$ cat src/design/pbe_consts.svh
// Purpose: constants for the precharge buffer enable register bank
// Assumes: APB with 32-bit data, one aligned word per register
// Notes: printed offsets are register indices; byte address is four times the index
`ifndef PBE_CONSTS_SVH
`define PBE_CONSTS_SVH

// ----------------------------------------
// register indices (byte address = index * 4)
// ----------------------------------------
`define PBE_IDX_IN_LO 8'h11
`define PBE_IDX_IN_HI 8'h12
`define PBE_IDX_REF_POS 8'h13
`define PBE_IDX_REF_NEG 8'h14

// ----------------------------------------
// reset values
// ----------------------------------------
`define PBE_RST_IN_LO 8'hFF
`define PBE_RST_IN_HI 8'hFF
`define PBE_RST_REF_POS 8'h00
`define PBE_RST_REF_NEG 8'h00

// ----------------------------------------
// bus layout
// ----------------------------------------
`define PBE_ADDR_W 12
`define PBE_DATA_W 32
`define PBE_REG_W 8
`define PBE_IDX_LSB 2
`define PBE_IDX_MSB 9
`define PBE_BYTE_LANE0 0

`endif

$ cat src/design/pbe_pkg.sv
// Purpose: shared types of the precharge buffer enable register bank
// Assumes: constants live in pbe_consts.svh
// Notes: none
package pbe_pkg;

  typedef logic [7:0] pbe_byte_t;

  typedef enum logic [2:0] {
    PBE_SEL_NONE,
    PBE_SEL_IN_LO,
    PBE_SEL_IN_HI,
    PBE_SEL_REF_POS,
    PBE_SEL_REF_NEG
  } pbe_sel_t;

endpackage

$ cat src/design/pbe_reg8.sv
// Purpose: one 8-bit enable register, optionally storing the complement of the written byte
// Assumes: write strobe is a single-cycle pulse on clock
// Notes: reads return the stored byte as is
`timescale 1ns/1ps
`default_nettype none

module pbe_reg8 #(
  parameter pbe_pkg::pbe_byte_t RESET_VALUE = 8'h00,
  parameter bit INVERT_ON_WRITE = 1'b0
) (
  // clock and reset
  input wire logic clock,
  input wire logic arst_n,
  // write side
  input wire logic wr_en,
  input wire pbe_pkg::pbe_byte_t wr_data,
  // stored value
  output pbe_pkg::pbe_byte_t value
);

  pbe_pkg::pbe_byte_t value_reg;
  pbe_pkg::pbe_byte_t value_next;
  pbe_pkg::pbe_byte_t store_data;

  // reference registers keep the byte as written
  assign store_data = INVERT_ON_WRITE ? ~wr_data : wr_data;
  assign value_next = wr_en ? store_data : value_reg;

  always_ff @(posedge clock or negedge arst_n) begin
    if (!arst_n) begin
      value_reg <= RESET_VALUE;
    end else begin
      value_reg <= value_next;
    end
  end

  assign value = value_reg;

endmodule

`default_nettype wire

$ cat src/design/pbe_regs.sv
// Purpose: APB register bank that switches per-channel precharge buffers on and off
// Assumes: APB master holds address and data through the access phase
// Notes: zero wait states; unmapped addresses answer with pslverr and change nothing
//
// Local design decision: register access over APB.
`timescale 1ns/1ps
`default_nettype none
`include "pbe_consts.svh"

module pbe_regs (
  // clock and reset
  input wire logic clock,
  input wire logic arst_n,
  // apb slave
  input wire logic psel,
  input wire logic penable,
  input wire logic pwrite,
  input wire logic [`PBE_ADDR_W-1:0] paddr,
  input wire logic [`PBE_DATA_W-1:0] pwdata,
  input wire logic [3:0] pstrb,
  output logic pready,
  output logic [`PBE_DATA_W-1:0] prdata,
  output logic pslverr,
  // analog input buffer enables, one bit per channel
  output logic [7:0] chan_pos_input_buffer_on,
  output logic [7:0] chan_neg_input_buffer_on,
  // reference buffer enables, one bit per channel
  output logic [7:0] chan_pos_reference_buffer_on,
  output logic [7:0] chan_neg_reference_buffer_on
);

  // ----------------------------------------
  // helper functions
  // ----------------------------------------
  function automatic pbe_pkg::pbe_sel_t decode_sel(input logic [`PBE_ADDR_W-1:0] addr);
    logic [7:0] idx;
    logic aligned;
    pbe_pkg::pbe_sel_t sel;
    idx = addr[`PBE_IDX_MSB:`PBE_IDX_LSB];
    aligned = (addr[1:0] == 2'h0) && (addr[`PBE_ADDR_W-1:`PBE_IDX_MSB+1] == 2'h0);
    sel = pbe_pkg::PBE_SEL_NONE;
    if (aligned && idx == `PBE_IDX_IN_LO) begin
      sel = pbe_pkg::PBE_SEL_IN_LO;
    end else if (aligned && idx == `PBE_IDX_IN_HI) begin
      sel = pbe_pkg::PBE_SEL_IN_HI;
    end else if (aligned && idx == `PBE_IDX_REF_POS) begin
      sel = pbe_pkg::PBE_SEL_REF_POS;
    end else if (aligned && idx == `PBE_IDX_REF_NEG) begin
      sel = pbe_pkg::PBE_SEL_REF_NEG;
    end
    return sel;
  endfunction

  // picks every other bit starting at the given phase: 0 gives positive, 1 negative
  function automatic logic [3:0] pick_pairs(input pbe_pkg::pbe_byte_t b, input logic phase);
    logic [3:0] r;
    r = 4'h0;
    for (int k = 0; k < 4; k++) begin
      r[k] = phase ? b[2*k+1] : b[2*k];
    end
    return r;
  endfunction

  // read selection; an address that decodes to no register reads as zero
  function automatic pbe_pkg::pbe_byte_t read_byte(
    input pbe_pkg::pbe_sel_t s,
    input pbe_pkg::pbe_byte_t lo,
    input pbe_pkg::pbe_byte_t hi,
    input pbe_pkg::pbe_byte_t rp,
    input pbe_pkg::pbe_byte_t rn
  );
    pbe_pkg::pbe_byte_t r;
    r = 8'h00;
    if (s == pbe_pkg::PBE_SEL_IN_LO) begin
      r = lo;
    end else if (s == pbe_pkg::PBE_SEL_IN_HI) begin
      r = hi;
    end else if (s == pbe_pkg::PBE_SEL_REF_POS) begin
      r = rp;
    end else if (s == pbe_pkg::PBE_SEL_REF_NEG) begin
      r = rn;
    end
    return r;
  endfunction

  // ----------------------------------------
  // bus decode
  // ----------------------------------------
  pbe_pkg::pbe_sel_t sel;
  wire setup_phase;
  wire access_done;
  wire lane0_write;
  wire wr_in_lo;
  wire wr_in_hi;
  wire wr_ref_pos;
  wire wr_ref_neg;
  pbe_pkg::pbe_byte_t wr_byte;

  assign sel = decode_sel(paddr);
  assign setup_phase = psel && !penable;
  // every access completes in its first access cycle
  assign pready = 1'b1;
  assign access_done = psel && penable && pready;
  // registers are 8 bits wide, so only byte lane 0 carries a write
  assign lane0_write = access_done && pwrite && pstrb[`PBE_BYTE_LANE0];
  assign wr_byte = pwdata[`PBE_REG_W-1:0];
  // writing 0x01 to the low register stores 0xFE: one enable cleared, the other seven set
  assign wr_in_lo = lane0_write && (sel == pbe_pkg::PBE_SEL_IN_LO);
  assign wr_in_hi = lane0_write && (sel == pbe_pkg::PBE_SEL_IN_HI);
  assign wr_ref_pos = lane0_write && (sel == pbe_pkg::PBE_SEL_REF_POS);
  assign wr_ref_neg = lane0_write && (sel == pbe_pkg::PBE_SEL_REF_NEG);

  // ----------------------------------------
  // storage
  // ----------------------------------------
  pbe_pkg::pbe_byte_t in_lo_val;
  pbe_pkg::pbe_byte_t in_hi_val;
  pbe_pkg::pbe_byte_t ref_pos_val;
  pbe_pkg::pbe_byte_t ref_neg_val;

  pbe_reg8 #(
    .RESET_VALUE(`PBE_RST_IN_LO),
    .INVERT_ON_WRITE(1'b1)
  ) u_in_lo (
    .clock(clock),
    .arst_n(arst_n),
    .wr_en(wr_in_lo),
    .wr_data(wr_byte),
    .value(in_lo_val)
  );

  pbe_reg8 #(
    .RESET_VALUE(`PBE_RST_IN_HI),
    .INVERT_ON_WRITE(1'b1)
  ) u_in_hi (
    .clock(clock),
    .arst_n(arst_n),
    .wr_en(wr_in_hi),
    .wr_data(wr_byte),
    .value(in_hi_val)
  );

  pbe_reg8 #(
    .RESET_VALUE(`PBE_RST_REF_POS),
    .INVERT_ON_WRITE(1'b0)
  ) u_ref_pos (
    .clock(clock),
    .arst_n(arst_n),
    .wr_en(wr_ref_pos),
    .wr_data(wr_byte),
    .value(ref_pos_val)
  );

  pbe_reg8 #(
    .RESET_VALUE(`PBE_RST_REF_NEG),
    .INVERT_ON_WRITE(1'b0)
  ) u_ref_neg (
    .clock(clock),
    .arst_n(arst_n),
    .wr_en(wr_ref_neg),
    .wr_data(wr_byte),
    .value(ref_neg_val)
  );

  // ----------------------------------------
  // buffer controls
  // ----------------------------------------
  // even bits of an input byte drive positive buffers, odd bits negative
  wire [3:0] lo_pos_bits;
  wire [3:0] lo_neg_bits;
  wire [3:0] hi_pos_bits;
  wire [3:0] hi_neg_bits;

  assign lo_pos_bits = pick_pairs(in_lo_val, 1'b0);
  assign lo_neg_bits = pick_pairs(in_lo_val, 1'b1);
  assign hi_pos_bits = pick_pairs(in_hi_val, 1'b0);
  assign hi_neg_bits = pick_pairs(in_hi_val, 1'b1);

  // one named enable per buffer keeps the analog hookup readable channel by channel
  wire chan0_pos_input_buffer_on;
  wire chan1_pos_input_buffer_on;
  wire chan2_pos_input_buffer_on;
  wire chan3_pos_input_buffer_on;
  wire chan4_pos_input_buffer_on;
  wire chan5_pos_input_buffer_on;
  wire chan6_pos_input_buffer_on;
  wire chan7_pos_input_buffer_on;
  wire chan0_neg_input_buffer_on;
  wire chan1_neg_input_buffer_on;
  wire chan2_neg_input_buffer_on;
  wire chan3_neg_input_buffer_on;
  wire chan4_neg_input_buffer_on;
  wire chan5_neg_input_buffer_on;
  wire chan6_neg_input_buffer_on;
  wire chan7_neg_input_buffer_on;
  wire chan0_pos_reference_buffer_on;
  wire chan1_pos_reference_buffer_on;
  wire chan2_pos_reference_buffer_on;
  wire chan3_pos_reference_buffer_on;
  wire chan4_pos_reference_buffer_on;
  wire chan5_pos_reference_buffer_on;
  wire chan6_pos_reference_buffer_on;
  wire chan7_pos_reference_buffer_on;
  wire chan0_neg_reference_buffer_on;
  wire chan1_neg_reference_buffer_on;
  wire chan2_neg_reference_buffer_on;
  wire chan3_neg_reference_buffer_on;
  wire chan4_neg_reference_buffer_on;
  wire chan5_neg_reference_buffer_on;
  wire chan6_neg_reference_buffer_on;
  wire chan7_neg_reference_buffer_on;

  // stored 1 means on, with no further gating
  // channels 0 to 3 from the low input byte
  assign chan0_pos_input_buffer_on = lo_pos_bits[0];
  assign chan0_neg_input_buffer_on = lo_neg_bits[0];
  assign chan1_pos_input_buffer_on = lo_pos_bits[1];
  assign chan1_neg_input_buffer_on = lo_neg_bits[1];
  assign chan2_pos_input_buffer_on = lo_pos_bits[2];
  assign chan2_neg_input_buffer_on = lo_neg_bits[2];
  assign chan3_pos_input_buffer_on = lo_pos_bits[3];
  assign chan3_neg_input_buffer_on = lo_neg_bits[3];
  // channels 4 to 7 from the high input byte
  assign chan4_pos_input_buffer_on = hi_pos_bits[0];
  assign chan4_neg_input_buffer_on = hi_neg_bits[0];
  assign chan5_pos_input_buffer_on = hi_pos_bits[1];
  assign chan5_neg_input_buffer_on = hi_neg_bits[1];
  assign chan6_pos_input_buffer_on = hi_pos_bits[2];
  assign chan6_neg_input_buffer_on = hi_neg_bits[2];
  assign chan7_pos_input_buffer_on = hi_pos_bits[3];
  assign chan7_neg_input_buffer_on = hi_neg_bits[3];
  // positive reference, bit n for channel n
  assign chan0_pos_reference_buffer_on = ref_pos_val[0];
  assign chan1_pos_reference_buffer_on = ref_pos_val[1];
  assign chan2_pos_reference_buffer_on = ref_pos_val[2];
  assign chan3_pos_reference_buffer_on = ref_pos_val[3];
  assign chan4_pos_reference_buffer_on = ref_pos_val[4];
  assign chan5_pos_reference_buffer_on = ref_pos_val[5];
  assign chan6_pos_reference_buffer_on = ref_pos_val[6];
  assign chan7_pos_reference_buffer_on = ref_pos_val[7];
  // negative reference, bit n for channel n
  assign chan0_neg_reference_buffer_on = ref_neg_val[0];
  assign chan1_neg_reference_buffer_on = ref_neg_val[1];
  assign chan2_neg_reference_buffer_on = ref_neg_val[2];
  assign chan3_neg_reference_buffer_on = ref_neg_val[3];
  assign chan4_neg_reference_buffer_on = ref_neg_val[4];
  assign chan5_neg_reference_buffer_on = ref_neg_val[5];
  assign chan6_neg_reference_buffer_on = ref_neg_val[6];
  assign chan7_neg_reference_buffer_on = ref_neg_val[7];

  assign chan_pos_input_buffer_on = {
    chan7_pos_input_buffer_on, chan6_pos_input_buffer_on, chan5_pos_input_buffer_on, chan4_pos_input_buffer_on,
    chan3_pos_input_buffer_on, chan2_pos_input_buffer_on, chan1_pos_input_buffer_on, chan0_pos_input_buffer_on
  };
  assign chan_neg_input_buffer_on = {
    chan7_neg_input_buffer_on, chan6_neg_input_buffer_on, chan5_neg_input_buffer_on, chan4_neg_input_buffer_on,
    chan3_neg_input_buffer_on, chan2_neg_input_buffer_on, chan1_neg_input_buffer_on, chan0_neg_input_buffer_on
  };
  assign chan_pos_reference_buffer_on = {
    chan7_pos_reference_buffer_on, chan6_pos_reference_buffer_on, chan5_pos_reference_buffer_on,
    chan4_pos_reference_buffer_on, chan3_pos_reference_buffer_on, chan2_pos_reference_buffer_on,
    chan1_pos_reference_buffer_on, chan0_pos_reference_buffer_on
  };
  assign chan_neg_reference_buffer_on = {
    chan7_neg_reference_buffer_on, chan6_neg_reference_buffer_on, chan5_neg_reference_buffer_on,
    chan4_neg_reference_buffer_on, chan3_neg_reference_buffer_on, chan2_neg_reference_buffer_on,
    chan1_neg_reference_buffer_on, chan0_neg_reference_buffer_on
  };

  // ----------------------------------------
  // read data and error
  // ----------------------------------------
  // captured in the setup cycle so prdata comes from a flop and holds through access
  pbe_pkg::pbe_byte_t rd_mux;
  logic [`PBE_DATA_W-1:0] prdata_reg;
  logic [`PBE_DATA_W-1:0] prdata_next;
  logic pslverr_reg;
  logic pslverr_next;
  // misaligned and out-of-range addresses both decode to no register
  wire unmapped;

  assign rd_mux = read_byte(sel, in_lo_val, in_hi_val, ref_pos_val, ref_neg_val);
  assign unmapped = (sel == pbe_pkg::PBE_SEL_NONE);
  assign prdata_next = setup_phase ? {24'h000000, rd_mux} : prdata_reg;
  assign pslverr_next = setup_phase ? unmapped : pslverr_reg;

  always_ff @(posedge clock or negedge arst_n) begin
    if (!arst_n) begin
      prdata_reg <= 32'h00000000;
      pslverr_reg <= 1'b0;
    end else begin
      prdata_reg <= prdata_next;
      pslverr_reg <= pslverr_next;
    end
  end

  assign prdata = prdata_reg;
  assign pslverr = pslverr_reg;

endmodule

`default_nettype wire

$ cat config.mk
export PLATFORM = sky130hd
export DESIGN_NAME = pbe_regs
export DESIGN_NICKNAME = d
export VERILOG_FILES = /design/src/design/pbe_pkg.sv /design/src/design/pbe_reg8.sv /design/src/design/pbe_regs.sv
export VERILOG_INCLUDE_DIRS = /design/src /design/src/design
export SDC_FILE = /design/constraint.sdc
export NUM_CORES = 1
export LEC_CHECK = 0
export BUFFER_PORTS_ARGS = -buffer_cell sky130_fd_sc_hd__buf_2
export CAP_MARGIN = 40
export CORE_ASPECT_RATIO = 1.2
export CORE_MARGIN = 2
export CORE_UTILIZATION = 30
export DETAILED_ROUTE_END_ITERATION = 10
export GPL_TIMING_DRIVEN = 0
export MAX_ROUTING_LAYER = met4
export PLACE_DENSITY_LB_ADDON = 0.2
export SYNTH_ARGS = -nofsm -noshare
export SYNTH_HDL_FRONTEND = slang
export SYNTH_SLANG_ARGS = --single-unit
$ cat constraint.sdc
create_clock -name clock -period 1.2 [get_ports clock]
set_clock_uncertainty 0.15 [all_clocks]
set_input_delay 0.06 -clock clock [delete_from_list [all_inputs] [get_ports clock]]
set_output_delay 0.06 -clock clock [all_outputs]
set_load 0.005 [all_outputs]
==> implementation parameters <==
Parameter                              Value

Synth
  Number of distinct library cell variants in the gate-level netlist after synthesis    37
  Synth area leader    sky130_fd_sc_hd__dfrtp_1
  Register bit count reported by yosys    41
  Top cell type's share of synthesized area    0.2852
  Synth top area cells    sky130_fd_sc_hd__dfrtp_1 (29%), sky130_fd_sc_hd__dfstp_2 (19%), sky130_fd_sc_hd__mux2i_1 (8.7%), sky130_fd_sc_hd__buf_4 (8.6%), sky130_fd_sc_hd__mux2_4 (5.5%)
  Post-synthesis instance area    between 2000 and 2500 um2
  Proportion of synthesized chip area in sequential cells    0.4769
  Post-synthesis instance total    187
  Dominant synthesized flop cell    sky130_fd_sc_hd__dfrtp_1
  Number of synthesized flops with an enable pin    0
  Post-synthesis async set-or-reset flop share    1.000
  Count of yosys warnings during synthesis    0
  Post-synthesis area per instance    11.73 um2

Setup path
  Req. time, crit path    1230 ps
  Stage delay of the slowest cell on the critical path    between 300 and 400 ps
  Ordered cell list for the critical path    buf_6 > nor4_4 > nand4_4 > or2_1 > buf_6 > mux2_4
  Startpoint type of the worst setup path    input pin
  Most frequent cell on the critical path    sky130_fd_sc_hd__buf_6
  Arrival @ worst endpoint    1400 ps
  Biggest fanout along the worst timing path    8
  Standard cell with the maximum stage delay on the critical path    sky130_fd_sc_hd__nor4_4
  Endpoint kind of the worst setup timing path    flip-flop
  Path type of the worst setup path    in2reg
  Buffers plus inverters on the worst setup path    2
  Cell type group with the largest total delay on the critical path    simple AND/OR/NAND/NOR gates

Finish
  Number of antenna repair diodes    0
  Share of final-layout standard cells stronger than drive strength 1    0.5475
  Area growth from synthesis to layout    50.49%
  Net count reported at finish    368
  Post-route cell area    approximately 3300 um2
  Final cell count without fillers    between 400 and 500

Place
  Final estimated routing congestion in global placement    0.7785
  Final HPWL DP    4101 um
  Post-place instance area    2818 um2
  Port buffer count    66
  Placed cell count    367

STA
  F_max    726.5 MHz
  Share of the clock period used by the worst path    1.147
  Worst slack on hold paths    6.775 ps
  Final hold violation count    0
  Total negative slack    -2996 ps
  Final critical-path setup slack    -176.4 ps
  Final number of setup-violating endpoints    28
  Crit path time final    1376 ps
  Unrepaired setup endpoints after global routing    yes
  Number of pins exceeding their max-slew limit in the final report    0

Global routing
  Largest net degree at the start of global routing    37
  Antenna violations before repair    0
  Global-route wire length before repair    9266 um
  Final global-route overflow total    0
  Global-route usage over all layers    0.1562
  Vias in the first global route    1709

Power
  Internal power of the cells    2.093 mW
  Proportion of power drawn by the clock network    0.359
  Share of total power consumed by net switching    0.2347
  Relative contribution of combinational cells to total power    0.130
  Post-route total power    ~2.7 mW
  Fraction of power consumed by sequential logic    0.511
  Net switching power figure    0.6416 mW
  Pwr Density    828.4 nW/um2
  Lkg Pwr    1.756 nW
  Largest vdd supply drop    0.3517 mV

Clock network
  Worst skew pair latency    290 ps
  CTS root buffer    sky130_fd_sc_hd__clkbuf_8
  CTS max path bufs    2
  Clock-pin slew of the registers on the worst-case setup and hold paths    70 ps
  Number of CTS-inserted buffers    5
  Number of sinks handled by clock tree synthesis    between 40 and 50
  Clock tree from TritonCTS    built
  CTS HTree Levels    2
  CTS hold repair buffers    10

Floorplan
  Total I/O pin count    roughly 120
  Starting density of the core    0.3051
  Die Height    97.67 um
  Horizontal die dimension    82.06 um
  Floorplan Core Area    7189 um2
  Total Die Area    roughly 8000 um2
  Row cnt    34

Drt
  Number of iterations in the first detailed-routing pass    4
  Final WL    approximately 5900 um
  Post-route antenna net violation count    0
  Remaining design rule violation count    0
  Via-to-Cell Ratio    4.360
  WL per Instance    roughly 14 um
  Total vias in the final route    1770
  DRC marker count from the first detailed-route iteration    103

Status
  Violations in the final reports    negative setup slack
  Status    complete, but fails checks

Job
  Max Cap Viol    0

Worst hold path
  Class of the most critical hold timing path    in2reg
[worst reg2reg max path: stages (launching register included)]
cell	delay [ps]
sky130_fd_sc_hd__dfstp_2	550
sky130_fd_sc_hd__nor4b_2	50
sky130_fd_sc_hd__a21oi_1	130
sky130_fd_sc_hd__o2111ai_1	140
sky130_fd_sc_hd__a21oi_1	150
[cells by family (layout without fill, tap and decap cells)]
kind of cell           Yosys count  count (layout)  share of synthesized area
flip-flops                      41              41                     0.4769
buffers and inverters           39             145                     0.1141
AO/OA/AOI/OAI                   36              36                     0.1118
multiplexers                    35              35                     0.1825
AND/OR/NAND/NOR                 34              34                     0.1113
other                            2              25                   0.003424
[power groups by stage]
stage | sequential [mW] | clock [mW] | combinational, mW
floorplan | 1.42 | 0 | 0.161
global placement | 1.42 | 0 | 0.291
detailed placement | 1.42 | 0 | 0.302
CTS | 1.40 | 1.02 | 0.346
global route | 1.40 | 1.08 | 0.394
finish | 1.40 | 0.982 | 0.356
[layer usage]
metal / GRT usage / part of all wire
met1: 0.2085 / 0.44
met2: 0.2408 / 0.48
met3: 0.03346 / 0.063
met4: 0.03846 / 0.010
met5: - / 0
[cells in the final DEF (no fill, tap or decap), types with 2 or more instances in the layout]
cell	netlist	layout
sky130_fd_sc_hd__o21ai_1	2	8
sky130_fd_sc_hd__nor4b_2	2	2
sky130_fd_sc_hd__nand2b_1	8	7
sky130_fd_sc_hd__mux2_2	8	7
sky130_fd_sc_hd__dlygate4sd3_1	0	10
sky130_fd_sc_hd__nand2_1	10	9
sky130_fd_sc_hd__a22o_1	7	7
sky130_fd_sc_hd__dfrtp_1	25	25
sky130_fd_sc_hd__o21ai_0	10	3
sky130_fd_sc_hd__buf_4	25	42
sky130_fd_sc_hd__inv_1	8	8
sky130_fd_sc_hd__clkbuf_8	0	8
sky130_fd_sc_hd__dfstp_2	16	16
sky130_fd_sc_hd__nor4b_4	0	3
sky130_fd_sc_hd__a21oi_1	3	2
sky130_fd_sc_hd__o31ai_1	3	3
sky130_fd_sc_hd__conb_1	2	25
sky130_fd_sc_hd__mux2_4	8	9
sky130_fd_sc_hd__mux2i_1	19	19
sky130_fd_sc_hd__buf_8	0	2
sky130_fd_sc_hd__buf_6	1	10
sky130_fd_sc_hd__buf_2	2	60
sky130_fd_sc_hd__o211ai_1	7	7
[Yosys cell counts, types with 2 or more instances]
cell type	n
sky130_fd_sc_hd__a21oi_1	3
sky130_fd_sc_hd__a22o_1	7
sky130_fd_sc_hd__buf_2	2
sky130_fd_sc_hd__buf_4	25
sky130_fd_sc_hd__clkbuf_1	2
sky130_fd_sc_hd__conb_1	2
sky130_fd_sc_hd__dfrtp_1	25
sky130_fd_sc_hd__dfstp_2	16
sky130_fd_sc_hd__inv_1	8
sky130_fd_sc_hd__mux2_2	8
sky130_fd_sc_hd__mux2_4	8
sky130_fd_sc_hd__mux2i_1	19
sky130_fd_sc_hd__nand2_1	10
sky130_fd_sc_hd__nand2b_1	8
sky130_fd_sc_hd__nor4b_1	3
sky130_fd_sc_hd__nor4b_2	2
sky130_fd_sc_hd__o211ai_1	7
sky130_fd_sc_hd__o21ai_0	10
sky130_fd_sc_hd__o21ai_1	2
sky130_fd_sc_hd__o31ai_1	3
[layout make-up]
| cell class | instances | area, um2 |
|---|---|---|
| fillers | 708 | 3889 |
| multi-input cells | 130 | 1082 |
| flip-flops and latches | 41 | 1046 |
| repair buffers | 98 | 676.9 |
| plain buffers | 31 | 251.5 |
| well taps | 90 | 112.6 |
| clock buffers | 7 | 96.34 |
| inverters | 8 | 30.03 |
| clock inverters | 1 | 5.005 |
[final timing paths]
kind | start | end | slack, ps | cells after the start
min | paddr[0] | u_in_hi.value[7] | 7 | 5
min reg2reg | u_in_lo.value[4] | u_in_lo.value[4] | 330 | 2
max | paddr[0] | u_ref_pos.value[2] | -180 | 6
min in group asynchronous | arst_n | u_in_hi.value[5] | 150 | 2
max reg2reg | u_in_hi.value[2] | prdata[2] | -30 | 4
max in group asynchronous | arst_n | u_ref_neg.value[5] | 130 | 3
[through the flow]
step           utilization  setup slack (ps)
2_1_floorplan            -            -351.3
3_3_place_gp        0.3891            -847.1
3_5_place_dp        0.3919            -845.9
4_1_cts             0.4401            -166.9
5_1_grt             0.4591            -228.5
6_report            0.4591            -176.4
[timing repair]
| item | 4_1_cts | 5_1_grt |
|---|---|---|
| gates resized for setup | 9 | 15 |
| gates cloned | 1 | 0 |
| endpoints found under the setup margin | 41 | 46 |
| setup buffers | 9 | 11 |
| endpoints found under the hold margin | 73 | 1 |
| pin swaps | 8 | 12 |
Power figures use the tool's default switching activity.
